### src/design/lmd_map.svh
// Purpose: Offsets, field positions, reset values and timing counts
// Assumes: 20 MHz system clock, 8-bit register port
// Notes: Included by bare name
`ifndef LMD_MAP_SVH
`define LMD_MAP_SVH
// Register indices on the 3-bit address port
`define LMD_ADR_PHASE 3'h0
`define LMD_ADR_EVT 3'h1
`define LMD_ADR_CLR 3'h2
`define LMD_ADR_IEN 3'h3
`define LMD_ADR_CFG 3'h4
`define LMD_ADR_OLAT 3'h5
`define LMD_ADR_SHR 3'h6
`define LMD_ADR_CTRL 3'h7
// Event bit positions
`define LMD_EV_SWITCH 0
`define LMD_EV_SPECIAL 1
`define LMD_EV_NORMAL 2
`define LMD_EV_CFG 3
`define LMD_EV_DET 4
`define LMD_EV_ERR 5
`define LMD_EV_W 6
// Configuration: top bit is the multiplier, rest the gain code
`define LMD_CFG_RST 8'hFF
`define LMD_CFG_CM 7
// Error-detect minimum low time on the enable pin
`define LMD_ED_MIN_NS 2010
`define LMD_CLK_NS 50
`define LMD_ED_CYC ((`LMD_ED_MIN_NS + `LMD_CLK_NS - 1) / `LMD_CLK_NS)
`endif

### src/design/lmd_pkg.sv
// Purpose: Types shared by the LED mode-control block
// Assumes: Nothing beyond the map header
// Notes: Types only; numbers live in lmd_map.svh
package lmd_pkg;
   typedef enum logic [1:0] {
      LMD_NORMAL = 2'b00,
      LMD_SWITCH = 2'b01,
      LMD_SPECIAL = 2'b10
   } lmd_phase_t;
   // Synchronised pin set
   typedef struct packed {
      logic sclk;
      logic serial_input;
      logic strobe;
      logic oe_n;
      logic [7:0] chan_low;
   } lmd_pins_t;
   // Configuration latch layout
   typedef struct packed {
      logic cm;
      logic [6:0] gain;
   } lmd_cfg_t;
endpackage : lmd_pkg

### src/design/lmd_mode_ctrl.sv
// Purpose: Mode control, latches and error detect of an 8-channel LED sink
// Assumes: Pins sampled on the 20 MHz system clock; serial clock is a pin
// Notes: Registers on a plain 3-bit address port, read data one cycle later
//
// Contract
// - Trigger pulse recognised in every phase
// - Error detection only in special mode
// - Switching strobe selects mode, latches nothing
// - Special strobe loads configuration latch
// - Error flags shift out on serial output
// - Below-threshold channel stores low flag
// - Top config bit multiplier, rest gain
// - 1-0-1 enters switching; 4th edge picks
// - Start in normal mode
// - Normal strobe high makes latch transparent
// - Configuration resets to gain 127/128, multiplier 1
//
// Implementation choices: the address-and-strobe port and the placing of the registers.
`timescale 1ns/10ps
`include "lmd_map.svh"
module lmd_mode_ctrl
   import lmd_pkg::*;
(
   input wire logic I_CLK_SYS,
   input wire logic I_RSTN,
   input wire logic I_CE,
   input wire logic I_SCLK,
   input wire logic I_SERIAL_INPUT,
   input wire logic I_STROBE_PIN_MULTI,
   input wire logic I_OE_TRIG_N,
   input wire logic [7:0] I_CHAN_LOW_CUR,
   input wire logic [2:0] I_ADDR,
   input wire logic [7:0] I_WDATA,
   input wire logic I_WR,
   input wire logic I_RD,
   output logic [7:0] O_SINK_CHANNELS,
   output logic O_SERIAL_OUTPUT,
   output logic O_CURRENT_MULT,
   output logic [6:0] O_GAIN_CODE,
   output logic [1:0] O_PHASE,
   output logic O_IRQ,
   output logic [7:0] O_RDATA
);
   localparam int ED_CYC = `LMD_ED_CYC;
   localparam logic [5:0] ED_LAST = 6'(ED_CYC - 1);

   lmd_pins_t pin_raw;
   lmd_pins_t pin;
   lmd_phase_t phase;
   lmd_phase_t next_phase;
   lmd_cfg_t cfg;
   logic sclk_d;
   logic strobe_d;
   logic [1:0] oe_hist;
   logic [7:0] out_latch;
   logic [7:0] shreg;
   logic [5:0] det_cnt;
   logic [`LMD_EV_W-1:0] evt;
   logic [`LMD_EV_W-1:0] ien;
   logic blank_force;

   // Address compare shared by the decoders
   function automatic logic is_adr(input logic [2:0] a, input logic [2:0] r);
      return a == r;
   endfunction : is_adr

   assign pin_raw = '{sclk: I_SCLK, serial_input: I_SERIAL_INPUT,
                      strobe: I_STROBE_PIN_MULTI, oe_n: I_OE_TRIG_N,
                      chan_low: I_CHAN_LOW_CUR};

   // All pin levels cross in together so sdi lines up with its clock
   lmd_sync2 #(.W(12)) u_sync (
      .i_clk(I_CLK_SYS),
      .i_rst_n(I_RSTN),
      .i_ce(I_CE),
      .i_d(pin_raw),
      .o_q(pin)
   );

   // Edge history of the synchronised serial clock and strobe
   always_ff @(posedge I_CLK_SYS or negedge I_RSTN) begin
      if (!I_RSTN) begin
         sclk_d <= 1'b0;
         strobe_d <= 1'b0;
      end else if (I_CE) begin
         sclk_d <= pin.sclk;
         strobe_d <= pin.strobe;
      end
   end

   wire sclk_rise = pin.sclk & ~sclk_d;
   wire strobe_rise = pin.strobe & ~strobe_d;
   wire oe_low = ~pin.oe_n;

   // One-clock low pulse on the enable pin, as seen by the serial clock
   wire trig = sclk_rise & pin.oe_n & (oe_hist == 2'b10);

   // Enable history sampled on serial clock rising edges
   always_ff @(posedge I_CLK_SYS or negedge I_RSTN) begin
      if (!I_RSTN) begin
         oe_hist <= 2'b11; // Idle level of the pulled-up pin, so no false pulse
      end else if (I_CE && sclk_rise) begin
         oe_hist <= {oe_hist[0], pin.oe_n};
      end
   end

   // Phase sequencing; the trigger is checked ahead of everything else
   always_comb begin
      next_phase = phase;
      if (trig) begin
         next_phase = LMD_SWITCH;
      end else begin
         case (phase)
            LMD_SWITCH: begin
               // Fourth edge: strobe level picks the next mode
               if (sclk_rise) begin
                  next_phase = pin.strobe ? LMD_SPECIAL : LMD_NORMAL;
               end
            end
            LMD_SPECIAL: next_phase = LMD_SPECIAL;
            LMD_NORMAL: next_phase = LMD_NORMAL;
            default: next_phase = LMD_NORMAL;
         endcase
      end
   end

   always_ff @(posedge I_CLK_SYS or negedge I_RSTN) begin
      if (!I_RSTN) begin
         phase <= LMD_NORMAL;
      end else if (I_CE) begin
         phase <= next_phase;
      end
   end

   wire in_normal = (phase == LMD_NORMAL);
   wire in_special = (phase == LMD_SPECIAL);

   // Detect waits out the minimum low time before sampling the comparators
   wire det_run = in_special & oe_low;
   wire det_load = det_run & (det_cnt == ED_LAST);
   wire [7:0] det_flags = ~pin.chan_low;

   always_ff @(posedge I_CLK_SYS or negedge I_RSTN) begin
      if (!I_RSTN) begin
         det_cnt <= 6'h00;
      end else if (I_CE) begin
         if (!det_run) begin
            det_cnt <= 6'h00;
         end else if (det_cnt <= ED_LAST) begin
            det_cnt <= det_cnt + 6'h01; // Stops past the load, one load per low
         end
      end
   end

   // Shift path; SERIAL_OUTPUT is the oldest bit, for cascading
   lmd_shreg u_shreg (
      .i_clk(I_CLK_SYS),
      .i_rst_n(I_RSTN),
      .i_ce(I_CE),
      .i_shift(sclk_rise),
      .i_sdi(pin.serial_input),
      .i_load(det_load),
      .i_load_val(det_flags),
      .o_q(shreg)
   );
   assign O_SERIAL_OUTPUT = shreg[7];

   // Output latch is transparent only in normal mode
   wire olat_open = in_normal & pin.strobe & ~trig;
   // Config latch takes a rising strobe; a level held over from the
   // switching decision would otherwise overwrite it
   wire cfg_wr = in_special & strobe_rise & ~trig;

   always_ff @(posedge I_CLK_SYS or negedge I_RSTN) begin
      if (!I_RSTN) begin
         out_latch <= 8'h00;
         cfg <= `LMD_CFG_RST;
      end else if (I_CE) begin
         if (olat_open) begin
            out_latch <= shreg;
         end
         if (cfg_wr) begin
            cfg <= shreg;
         end
      end
   end

   // Register port decode
   wire wr_clr = I_WR & is_adr(I_ADDR, `LMD_ADR_CLR);
   wire wr_ien = I_WR & is_adr(I_ADDR, `LMD_ADR_IEN);
   wire wr_ctrl = I_WR & is_adr(I_ADDR, `LMD_ADR_CTRL);

   // Event sources; an event in the clear cycle survives
   wire ev_enter = trig & (phase != LMD_SWITCH);
   wire [`LMD_EV_W-1:0] ev_set = {
      det_load & ~(&det_flags),
      det_load,
      cfg_wr,
      (next_phase == LMD_NORMAL) & (phase == LMD_SWITCH),
      (next_phase == LMD_SPECIAL) & (phase == LMD_SWITCH),
      ev_enter
   };
   wire [`LMD_EV_W-1:0] ev_clr = wr_clr ? I_WDATA[`LMD_EV_W-1:0] : '0;

   always_ff @(posedge I_CLK_SYS or negedge I_RSTN) begin
      if (!I_RSTN) begin
         evt <= '0;
         ien <= '0;
         blank_force <= 1'b0;
      end else if (I_CE) begin
         evt <= (evt & ~ev_clr) | ev_set;
         if (wr_ien) begin
            ien <= I_WDATA[`LMD_EV_W-1:0];
         end
         if (wr_ctrl) begin
            blank_force <= I_WDATA[0];
         end
      end
   end

   // Read mux; unmapped or write-only reads return zero
   logic [7:0] rd_mux;
   always_comb begin
      rd_mux = 8'h00;
      if (is_adr(I_ADDR, `LMD_ADR_PHASE)) begin
         rd_mux = {6'h00, phase};
      end else if (is_adr(I_ADDR, `LMD_ADR_EVT)) begin
         rd_mux = {2'h0, evt};
      end else if (is_adr(I_ADDR, `LMD_ADR_IEN)) begin
         rd_mux = {2'h0, ien};
      end else if (is_adr(I_ADDR, `LMD_ADR_CFG)) begin
         rd_mux = cfg;
      end else if (is_adr(I_ADDR, `LMD_ADR_OLAT)) begin
         rd_mux = out_latch;
      end else if (is_adr(I_ADDR, `LMD_ADR_SHR)) begin
         rd_mux = shreg;
      end else if (is_adr(I_ADDR, `LMD_ADR_CTRL)) begin
         rd_mux = {7'h00, blank_force};
      end
   end

   // Registered outputs; blanking ignores whatever the latch holds
   wire [7:0] next_sink = (pin.oe_n | blank_force) ? 8'h00 : out_latch;

   always_ff @(posedge I_CLK_SYS or negedge I_RSTN) begin
      if (!I_RSTN) begin
         O_SINK_CHANNELS <= 8'h00;
         O_CURRENT_MULT <= 1'(`LMD_CFG_RST >> `LMD_CFG_CM);
         O_GAIN_CODE <= 7'h7F;
         O_PHASE <= 2'b00;
         O_IRQ <= 1'b0;
         O_RDATA <= 8'h00;
      end else if (I_CE) begin
         O_SINK_CHANNELS <= next_sink;
         O_CURRENT_MULT <= cfg.cm;
         O_GAIN_CODE <= cfg.gain;
         O_PHASE <= phase;
         O_IRQ <= |(evt & ien);
         O_RDATA <= I_RD ? rd_mux : 8'h00;
      end
   end
endmodule : lmd_mode_ctrl

### src/design/lmd_sync2.sv
// Purpose: Two-flop synchroniser for pin-level inputs
// Assumes: Inputs are asynchronous to the system clock
// Notes: First stage is read only by the second
`timescale 1ns/10ps
module lmd_sync2 #(
   parameter int W = 12
) (
   input wire logic i_clk,
   input wire logic i_rst_n,
   input wire logic i_ce,
   input wire logic [W-1:0] i_d,
   output logic [W-1:0] o_q
);
   logic [W-1:0] meta;
   // Two stages; the first is never looked at elsewhere
   always_ff @(posedge i_clk or negedge i_rst_n) begin
      if (!i_rst_n) begin
         meta <= '0;
         o_q <= '0;
      end else if (i_ce) begin
         meta <= i_d;
         o_q <= meta;
      end
   end
endmodule : lmd_sync2

### src/design/lmd_shreg.sv
// Purpose: 8-bit serial shift register with parallel load
// Assumes: Shift and load are one-cycle pulses
// Notes: Load wins over shift when both arrive together
`timescale 1ns/10ps
module lmd_shreg (
   input wire logic i_clk,
   input wire logic i_rst_n,
   input wire logic i_ce,
   input wire logic i_shift,
   input wire logic i_sdi,
   input wire logic i_load,
   input wire logic [7:0] i_load_val,
   output logic [7:0] o_q
);
   // Detect results must not be lost to a coincident shift
   always_ff @(posedge i_clk or negedge i_rst_n) begin
      if (!i_rst_n) begin
         o_q <= 8'h00;
      end else if (i_ce) begin
         if (i_load) begin
            o_q <= i_load_val;
         end else if (i_shift) begin
            o_q <= {o_q[6:0], i_sdi};
         end
      end
   end
endmodule : lmd_shreg

### config.mk
export PLATFORM = sky130hd
export DESIGN_NAME = lmd_mode_ctrl
export DESIGN_NICKNAME = d
export VERILOG_FILES = /design/src/design/lmd_pkg.sv /design/src/design/lmd_mode_ctrl.sv /design/src/design/lmd_sync2.sv /design/src/design/lmd_shreg.sv
export VERILOG_INCLUDE_DIRS = /design/src /design/src/design
export SDC_FILE = /design/constraint.sdc
export NUM_CORES = 1
export LEC_CHECK = 0
export ABC_AREA = 1
export BUFFER_PORTS_ARGS = -buffer_cell sky130_fd_sc_hd__buf_2
export CORE_MARGIN = 4
export CORE_UTILIZATION = 52
export DETAILED_ROUTE_END_ITERATION = 8
export GPL_TIMING_DRIVEN = 0
export PLACE_DENSITY = 0.75
export RECOVER_POWER = 50
export SYNTH_ARGS = -nofsm -noshare
export SYNTH_HDL_FRONTEND = slang
export SYNTH_HIERARCHICAL = 1
export SYNTH_SLANG_ARGS = --single-unit
### constraint.sdc
create_clock -name I_CLK_SYS -period 1.74 [get_ports I_CLK_SYS]
set_clock_uncertainty 0.1 [all_clocks]
set_input_delay 0.261 -clock I_CLK_SYS [delete_from_list [all_inputs] [get_ports I_CLK_SYS]]
set_output_delay 0.261 -clock I_CLK_SYS [all_outputs]
set_load 0.1 [all_outputs]
==> flow_metrics.tcl, run 1 <==
set metrics [dict create \
    drv_cap 0 \
    clkLatencyLatePin_ps 370 \
    clock_sinks 100 \
    leakage_nw 2.82 \
    finalWirelength_um 10500 \
    max_stage_delay_ps 550 \
    crit_path_end_kind "output pin" \
    cts_tree "built" \
    path_clk_slew_ps 100 \
    dr.pass1.iters 4 \
    finalCriticalPeriod_ps 1700 \
    place.gp.congestion 0.896 \
    hold_violations 0 \
    grt_pass1_vias 3753 \
    area_growth_pct 17.5 \
    rr_startpoint "phase[1]$_DFFE_PN0P_" \
    overflow 0 \
    synth_flop_cell "dfrtp_1" \
    grt.total_usage_pct 20.9 \
    worst_pin_slew_ps 884 \
    floorplan.core_area_um2 8760 \
    post-route-drc-count 0 \
    synthDominantCellAreaShare_pct 43.5 \
    synth_common_cells "nand2_1, dfrtp_1, inv_1" \
    max-vdd-ir-drop_mv 0.488 \
    hpwl_um 7620 \
    antenna_found_initial 0 \
    place_ws_ps -314 \
    synth.distinct_cells 35 \
    fin_crit_sh_pct 97.7 \
    vias 3889 \
    fp-row-count 34 \
    port_buffers 53 \
    synth_largest_area_cell "dfrtp_1" \
    setup_viol 0 \
    synth_area_per_cell_um2 8.27 \
    status "completed" \
    yosysWarnings 6 \
    grt_max_degree 67 \
    fmax_ghz 0.588 \
    place_area_um2 5160 \
    fp.dieArea_um2 10700 \
    drt_iter0_drc 154 \
    die_w_um 103 \
    syn-cell-area_um2 4720 \
    min_path_type "input port to flop" \
    worst_slack_ps 39.7 \
    synth-async-reset-ratio_pct 100 \
    yosys.cell_count.top_type "nand2_1" \
    required_ps 1380 \
    critical-path-slowest-cell "dfstp_2" \
    design_area_um2 5550 \
    io_pins 56 \
    hold_start "I_CHAN_LOW_CUR[0]" \
    start_util_pct 53.9 \
    seq_area_frac_synth_pct 53.5 \
    htree_levels 3 \
    final_core_util_pct 63.3 \
    postRouteAntennaNets 0 \
    slew_violations 0 \
    nets 689 \
    synthCells 571 \
    tns_ps 0 \
    yosys-top-cells-area "dfrtp_1, nand2_1, dfstp_2" \
    critPathKind "flop to output pin" \
    crit_path_max_fanout 2 \
    critPathBufInv 1 \
    synth_edf_count 0 \
    cts_inserted_buffers 9 \
    maxSlewHeadroom_pct 41.1 \
    cts_root_buffer "clkbuf_8" \
    power_density_nw_per_um2 1060 \
    die-height_um 103 \
    start_kind "flop" \
    wl_per_cell_um 13.6 \
    grt_first_pass_wirelength_um 17500 \
    avgViaCountPerCell 5.06 \
    worstPathArrival_ps 1340 \
    drive_gt1_share_pct 21.5 \
    crit_path_start "O_GAIN_CODE[6]$_DFFE_PN1P_" \
    crit_family "flip-flops" \
    num_antenna_cells 0 \
    cp_cell_sequence "buf_2" \
    ys_ff_latch 100 \
    syn_nets 604 \
    clockBufferDepth 2 \
]
[metal layers]
metal | up-vias | part of all wire, % | global-route usage (%)
met1 | 1783 | 43 | 26.6
met4 | 0 | 3.2 | 9.56
li1 | 1969 | - | -
met2 | 112 | 49 | 35.7
met5 | - | 0 | 0
met3 | 25 | 5.2 | 2.62
[metrics by stage]
stage | hold slack (ps) | power [mW] | instances
2_1_floorplan | -135 | 4.01 | 571
4_1_cts | 3.93 | 5.87 | 766
5_1_grt | 11.3 | 6.16 | 769
3_5_place_dp | 141 | 4.39 | 733
6_report | 8.26 | 5.85 | 769
3_3_place_gp | 350 | 4.32 | 732
[what timing repair did]
action,CTS,global route
setup endpoints to repair,23,22
resized for setup,4,10
pin swaps,2,3
buffers inserted,5,3
endpoints found under the hold margin,34,0
hold buffers,12,0
[layout make-up]
| class | count | area [um2] |
|---|---|---|
| multi-input cells | 396 | 1860 |
| inverters | 57 | 224 |
| fillers | 770 | 3220 |
| well taps | 108 | 135 |
| plain buffers | 18 | 139 |
| repair buffers | 74 | 477 |
| flip-flops and latches | 100 | 2520 |
| clock inverters | 6 | 53.8 |
| clock buffers | 10 | 138 |
[where the power goes]
part,internal (mW),switching (mW)
registers,2.69,0.267
logic,0.386,1.05
clock network,0.589,0.876
total,3.66,2.19
[kinds of logic after synthesis]
group           synth area share (%)
compound gates                  9.59
xor+xnor                       0.557
fa+ha+maj                       1.33
buf+inv                         7.69
flops                           53.5
mux                            0.318
simple gates                    27.0
[layout by cell type (no fill, tap or decap), drive strengths merged]
cell type	n
nor2	28
xor2	3
inv	61
dlygate4sd3	12
o22ai	7
buf	69
dfstp	18
o211ai	3
nand4	8
mux2	1
clkbuf	21
nand3	25
nand2	243
o21ai	54
a21oi	14
a41oi	1
o31ai	1
ha	5
dfrtp	82
clkinv	1
clkinvlp	1
nor3	3
[worst paths after layout]
path	depth (start not counted)	endpoint	slack, ps
min in group asynchronous	2	O_RDATA[2]$_DFFE_PN0P_	440
setup reg to reg	7	evt[2]$_DFFE_PN0P_	120
hold reg to reg	2	O_GAIN_CODE[3]$_DFFE_PN1P_	370
max in group asynchronous	3	oe_hist[0]$_DFFE_PN1P_	210
setup / recovery	1	O_GAIN_CODE[6]	40
hold / removal	3	u_sync/meta[0]$_DFFE_PN0P_	8
[sequential cells by signal, summed over array words and instances (netlist names)]
register,flops
O_RDATA,8
ien,6
strobe_d,1
O_CURRENT_MULT,1
oe_hist,2
O_GAIN_CODE,7
O_IRQ,1
evt,6
blank_force,1
u_sync/o_q,12
O_PHASE,2
det_cnt,6
cfg,8
O_SINK_CHANNELS,8
u_sync/meta,12
u_shreg/o_q,8
sclk_d,1
phase,2
out_latch,8
(Power assumes the default switching activity.)
==> inputs of run 2 (changes only) <==
==> constraint.sdc (replaced) <==
create_clock -name I_CLK_SYS -period 1.74 [get_ports I_CLK_SYS]
set_clock_uncertainty 0.1 [all_clocks]
set_input_delay 0.348 -clock I_CLK_SYS [delete_from_list [all_inputs] [get_ports I_CLK_SYS]]
set_output_delay 0.348 -clock I_CLK_SYS [all_outputs]
set_load 0.1 [all_outputs]
==> flow_metrics.tcl, run 2 (same netlist as run 1, synthesis figures left out) <==
set metrics [dict create \
    place_area_um2 5160 \
    p_comb_share_pct 24.1 \
    largestRegisters "u_sync/meta x12, u_sync/o_q x12" \
    grt_first_pass_wirelength_um 17100 \
    clock_sinks 100 \
    critPathKind "flop to flop" \
    die-height_um 103 \
    fmax_ghz 0.605 \
    drv_cap 0 \
    post-route-drc-count 0 \
    path_clk_slew_ps 110 \
    status "completed" \
    cts_root_buffer "clkbuf_8" \
    n_fill_cell 796 \
    wl_per_cell_um 13.7 \
    min_path_type "input port to flop" \
    leakage_nw 2.75 \
    postRouteAntennaNets 0 \
    required_ps 1900 \
    die_w_um 103 \
    htree_levels 3 \
    clockBufferDepth 2 \
    p_sw_share_pct 37.5 \
    antenna_found_initial 0 \
    fp-row-count 34 \
    fin_total_pwr_mw 5.83 \
    avgViaCountPerCell 5.10 \
    power_frac_seq_pct 50.7 \
    floorplan.core_area_um2 8760 \
    area_growth_pct 14.5 \
    fin_cells 758 \
    finalWirelength_um 10400 \
    overflow 0 \
    clkPwrFrac_pct 25.1 \
    power_density_nw_per_um2 1080 \
    grt_max_degree 67 \
    vias 3865 \
    p_int_mw 3.64 \
    fin_crit_sh_pct 95.0 \
    worstPathArrival_ps 1820 \
    final_common_cell "nand2_1" \
    grt.total_usage_pct 20.5 \
    drive_gt1_share_pct 21.7 \
    start_kind "flop" \
    dr.pass1.iters 5 \
    clkLatencyLatePin_ps 370 \
    crit_path_end_kind "flop" \
    worst_pin_slew_ps 701 \
    hold_violations 0 \
    max-vdd-ir-drop_mv 0.486 \
    hold_slack_ps 77.4 \
    setup_viol 0 \
    start_util_pct 53.9 \
    holdPathStages 3 \
    design_area_um2 5410 \
    crit_path_max_fanout 5 \
    p_switching_mw 2.19 \
    num_antenna_cells 0 \
    nets 678 \
    slew_violations 0 \
    post-place-cells 733 \
    tns_ps 0 \
    final_cell_mix "nand2_1, dfrtp_1, inv_1" \
    hpwl_um 7620 \
    io_pins 56 \
    maxSlewHeadroom_pct 52.9 \
    finalCriticalPeriod_ps 1650 \
    port_buffers 53 \
    cts_inserted_buffers 9 \
    grt_pass1_vias 3669 \
    fp.dieArea_um2 10700 \
    reg2regPathDepth 7 \
    cts_tree "built" \
    drt_iter0_drc 154 \
    place.gp.congestion 0.896 \
]
-- run 2: changes by cell type in the layout (fill, tap and decap cells not counted), moves of 2 or more --
| cell | change |
|---|---|
| clkbuf_1 | +2 |
| buf_12 | -2 |
| buf_2 | -8 |
| buf_4 | +9 |
| dlygate4sd3_1 | -11 |
-- run 2: cell type report --
class	instances	area [um2]	share of cell area [%]
Sequential cell	100	2520	46.7
Multi-Input combinational cell	396	1860	34.3
Timing Repair Buffer	63	380	7.04
Inverter	57	218	4.03
Clock buffer	10	138	2.55
Tap cell	108	135	2.50
Buffer	18	100	1.85
Clock inverter	6	53.8	0.995
-- run 2: path summary, 6_finish.rpt --
| check | start | to | slack [ps] |
|---|---|---|---|
| hold / removal | I_CHAN_LOW_CUR[4] | u_sync/meta[4]$_DFFE_PN0P_ | 80 |
| hold reg to reg | cfg[3]$_DFFE_PN1P_ | O_GAIN_CODE[3]$_DFFE_PN1P_ | 370 |
| min in group asynchronous | I_RSTN | O_RDATA[2]$_DFFE_PN0P_ | 350 |
| setup / recovery | phase[1]$_DFFE_PN0P_ | evt[2]$_DFFE_PN0P_ | 90 |
| max in group asynchronous | I_RSTN | oe_hist[0]$_DFFE_PN1P_ | 250 |
| setup reg to reg | phase[1]$_DFFE_PN0P_ | evt[2]$_DFFE_PN0P_ | 90 |
-- run 2: worst max-delay path, stage by stage (launching register included) --
cell,delay (ps)
dfrtp_1,420
inv_1,190
ha_1,280
o211ai_1,130
nand2_1,100
nand3_1,150
nand3_1,140
nand2_1,50
-- run 2: repair_timing --
action                     4_1_cts  5_1_grt
hold endpoints to repair        23        0
buffers inserted                 5        3
pin swaps                        2        3
gates resized for setup         12       10
setup endpoints to repair       31       22
hold buffers                     1        0
-- run 2: power by group through the flow --
stage | Clock [mW] | Sequential [mW] | Combinational [mW]
6_report | 1.46 | 2.96 | 1.41
3_3_place_gp | 0 | 2.97 | 1.36
5_1_grt | 1.57 | 3.00 | 1.56
4_1_cts | 1.49 | 2.95 | 1.42
2_1_floorplan | 0 | 3.38 | 0.623
3_5_place_dp | 0 | 2.99 | 1.40
-- run 2: stage by stage --
step	utilization [%]	setup WS (ps)
after floorplan	-	39.8
after global placement	58.5	-722
after detailed placement	58.8	-314
after CTS	62.1	12.5
after global routing	61.7	-5.90
final	61.7	87.2
-- run 2: routing by layer --
layer	GRT usage, %	up-vias	share of wire (%)
met5	0	-	0
met2	34.8	112	49
met4	9.56	0	3.4
li1	-	1949	-
met1	26.0	1777	42
met3	2.68	27	5.5
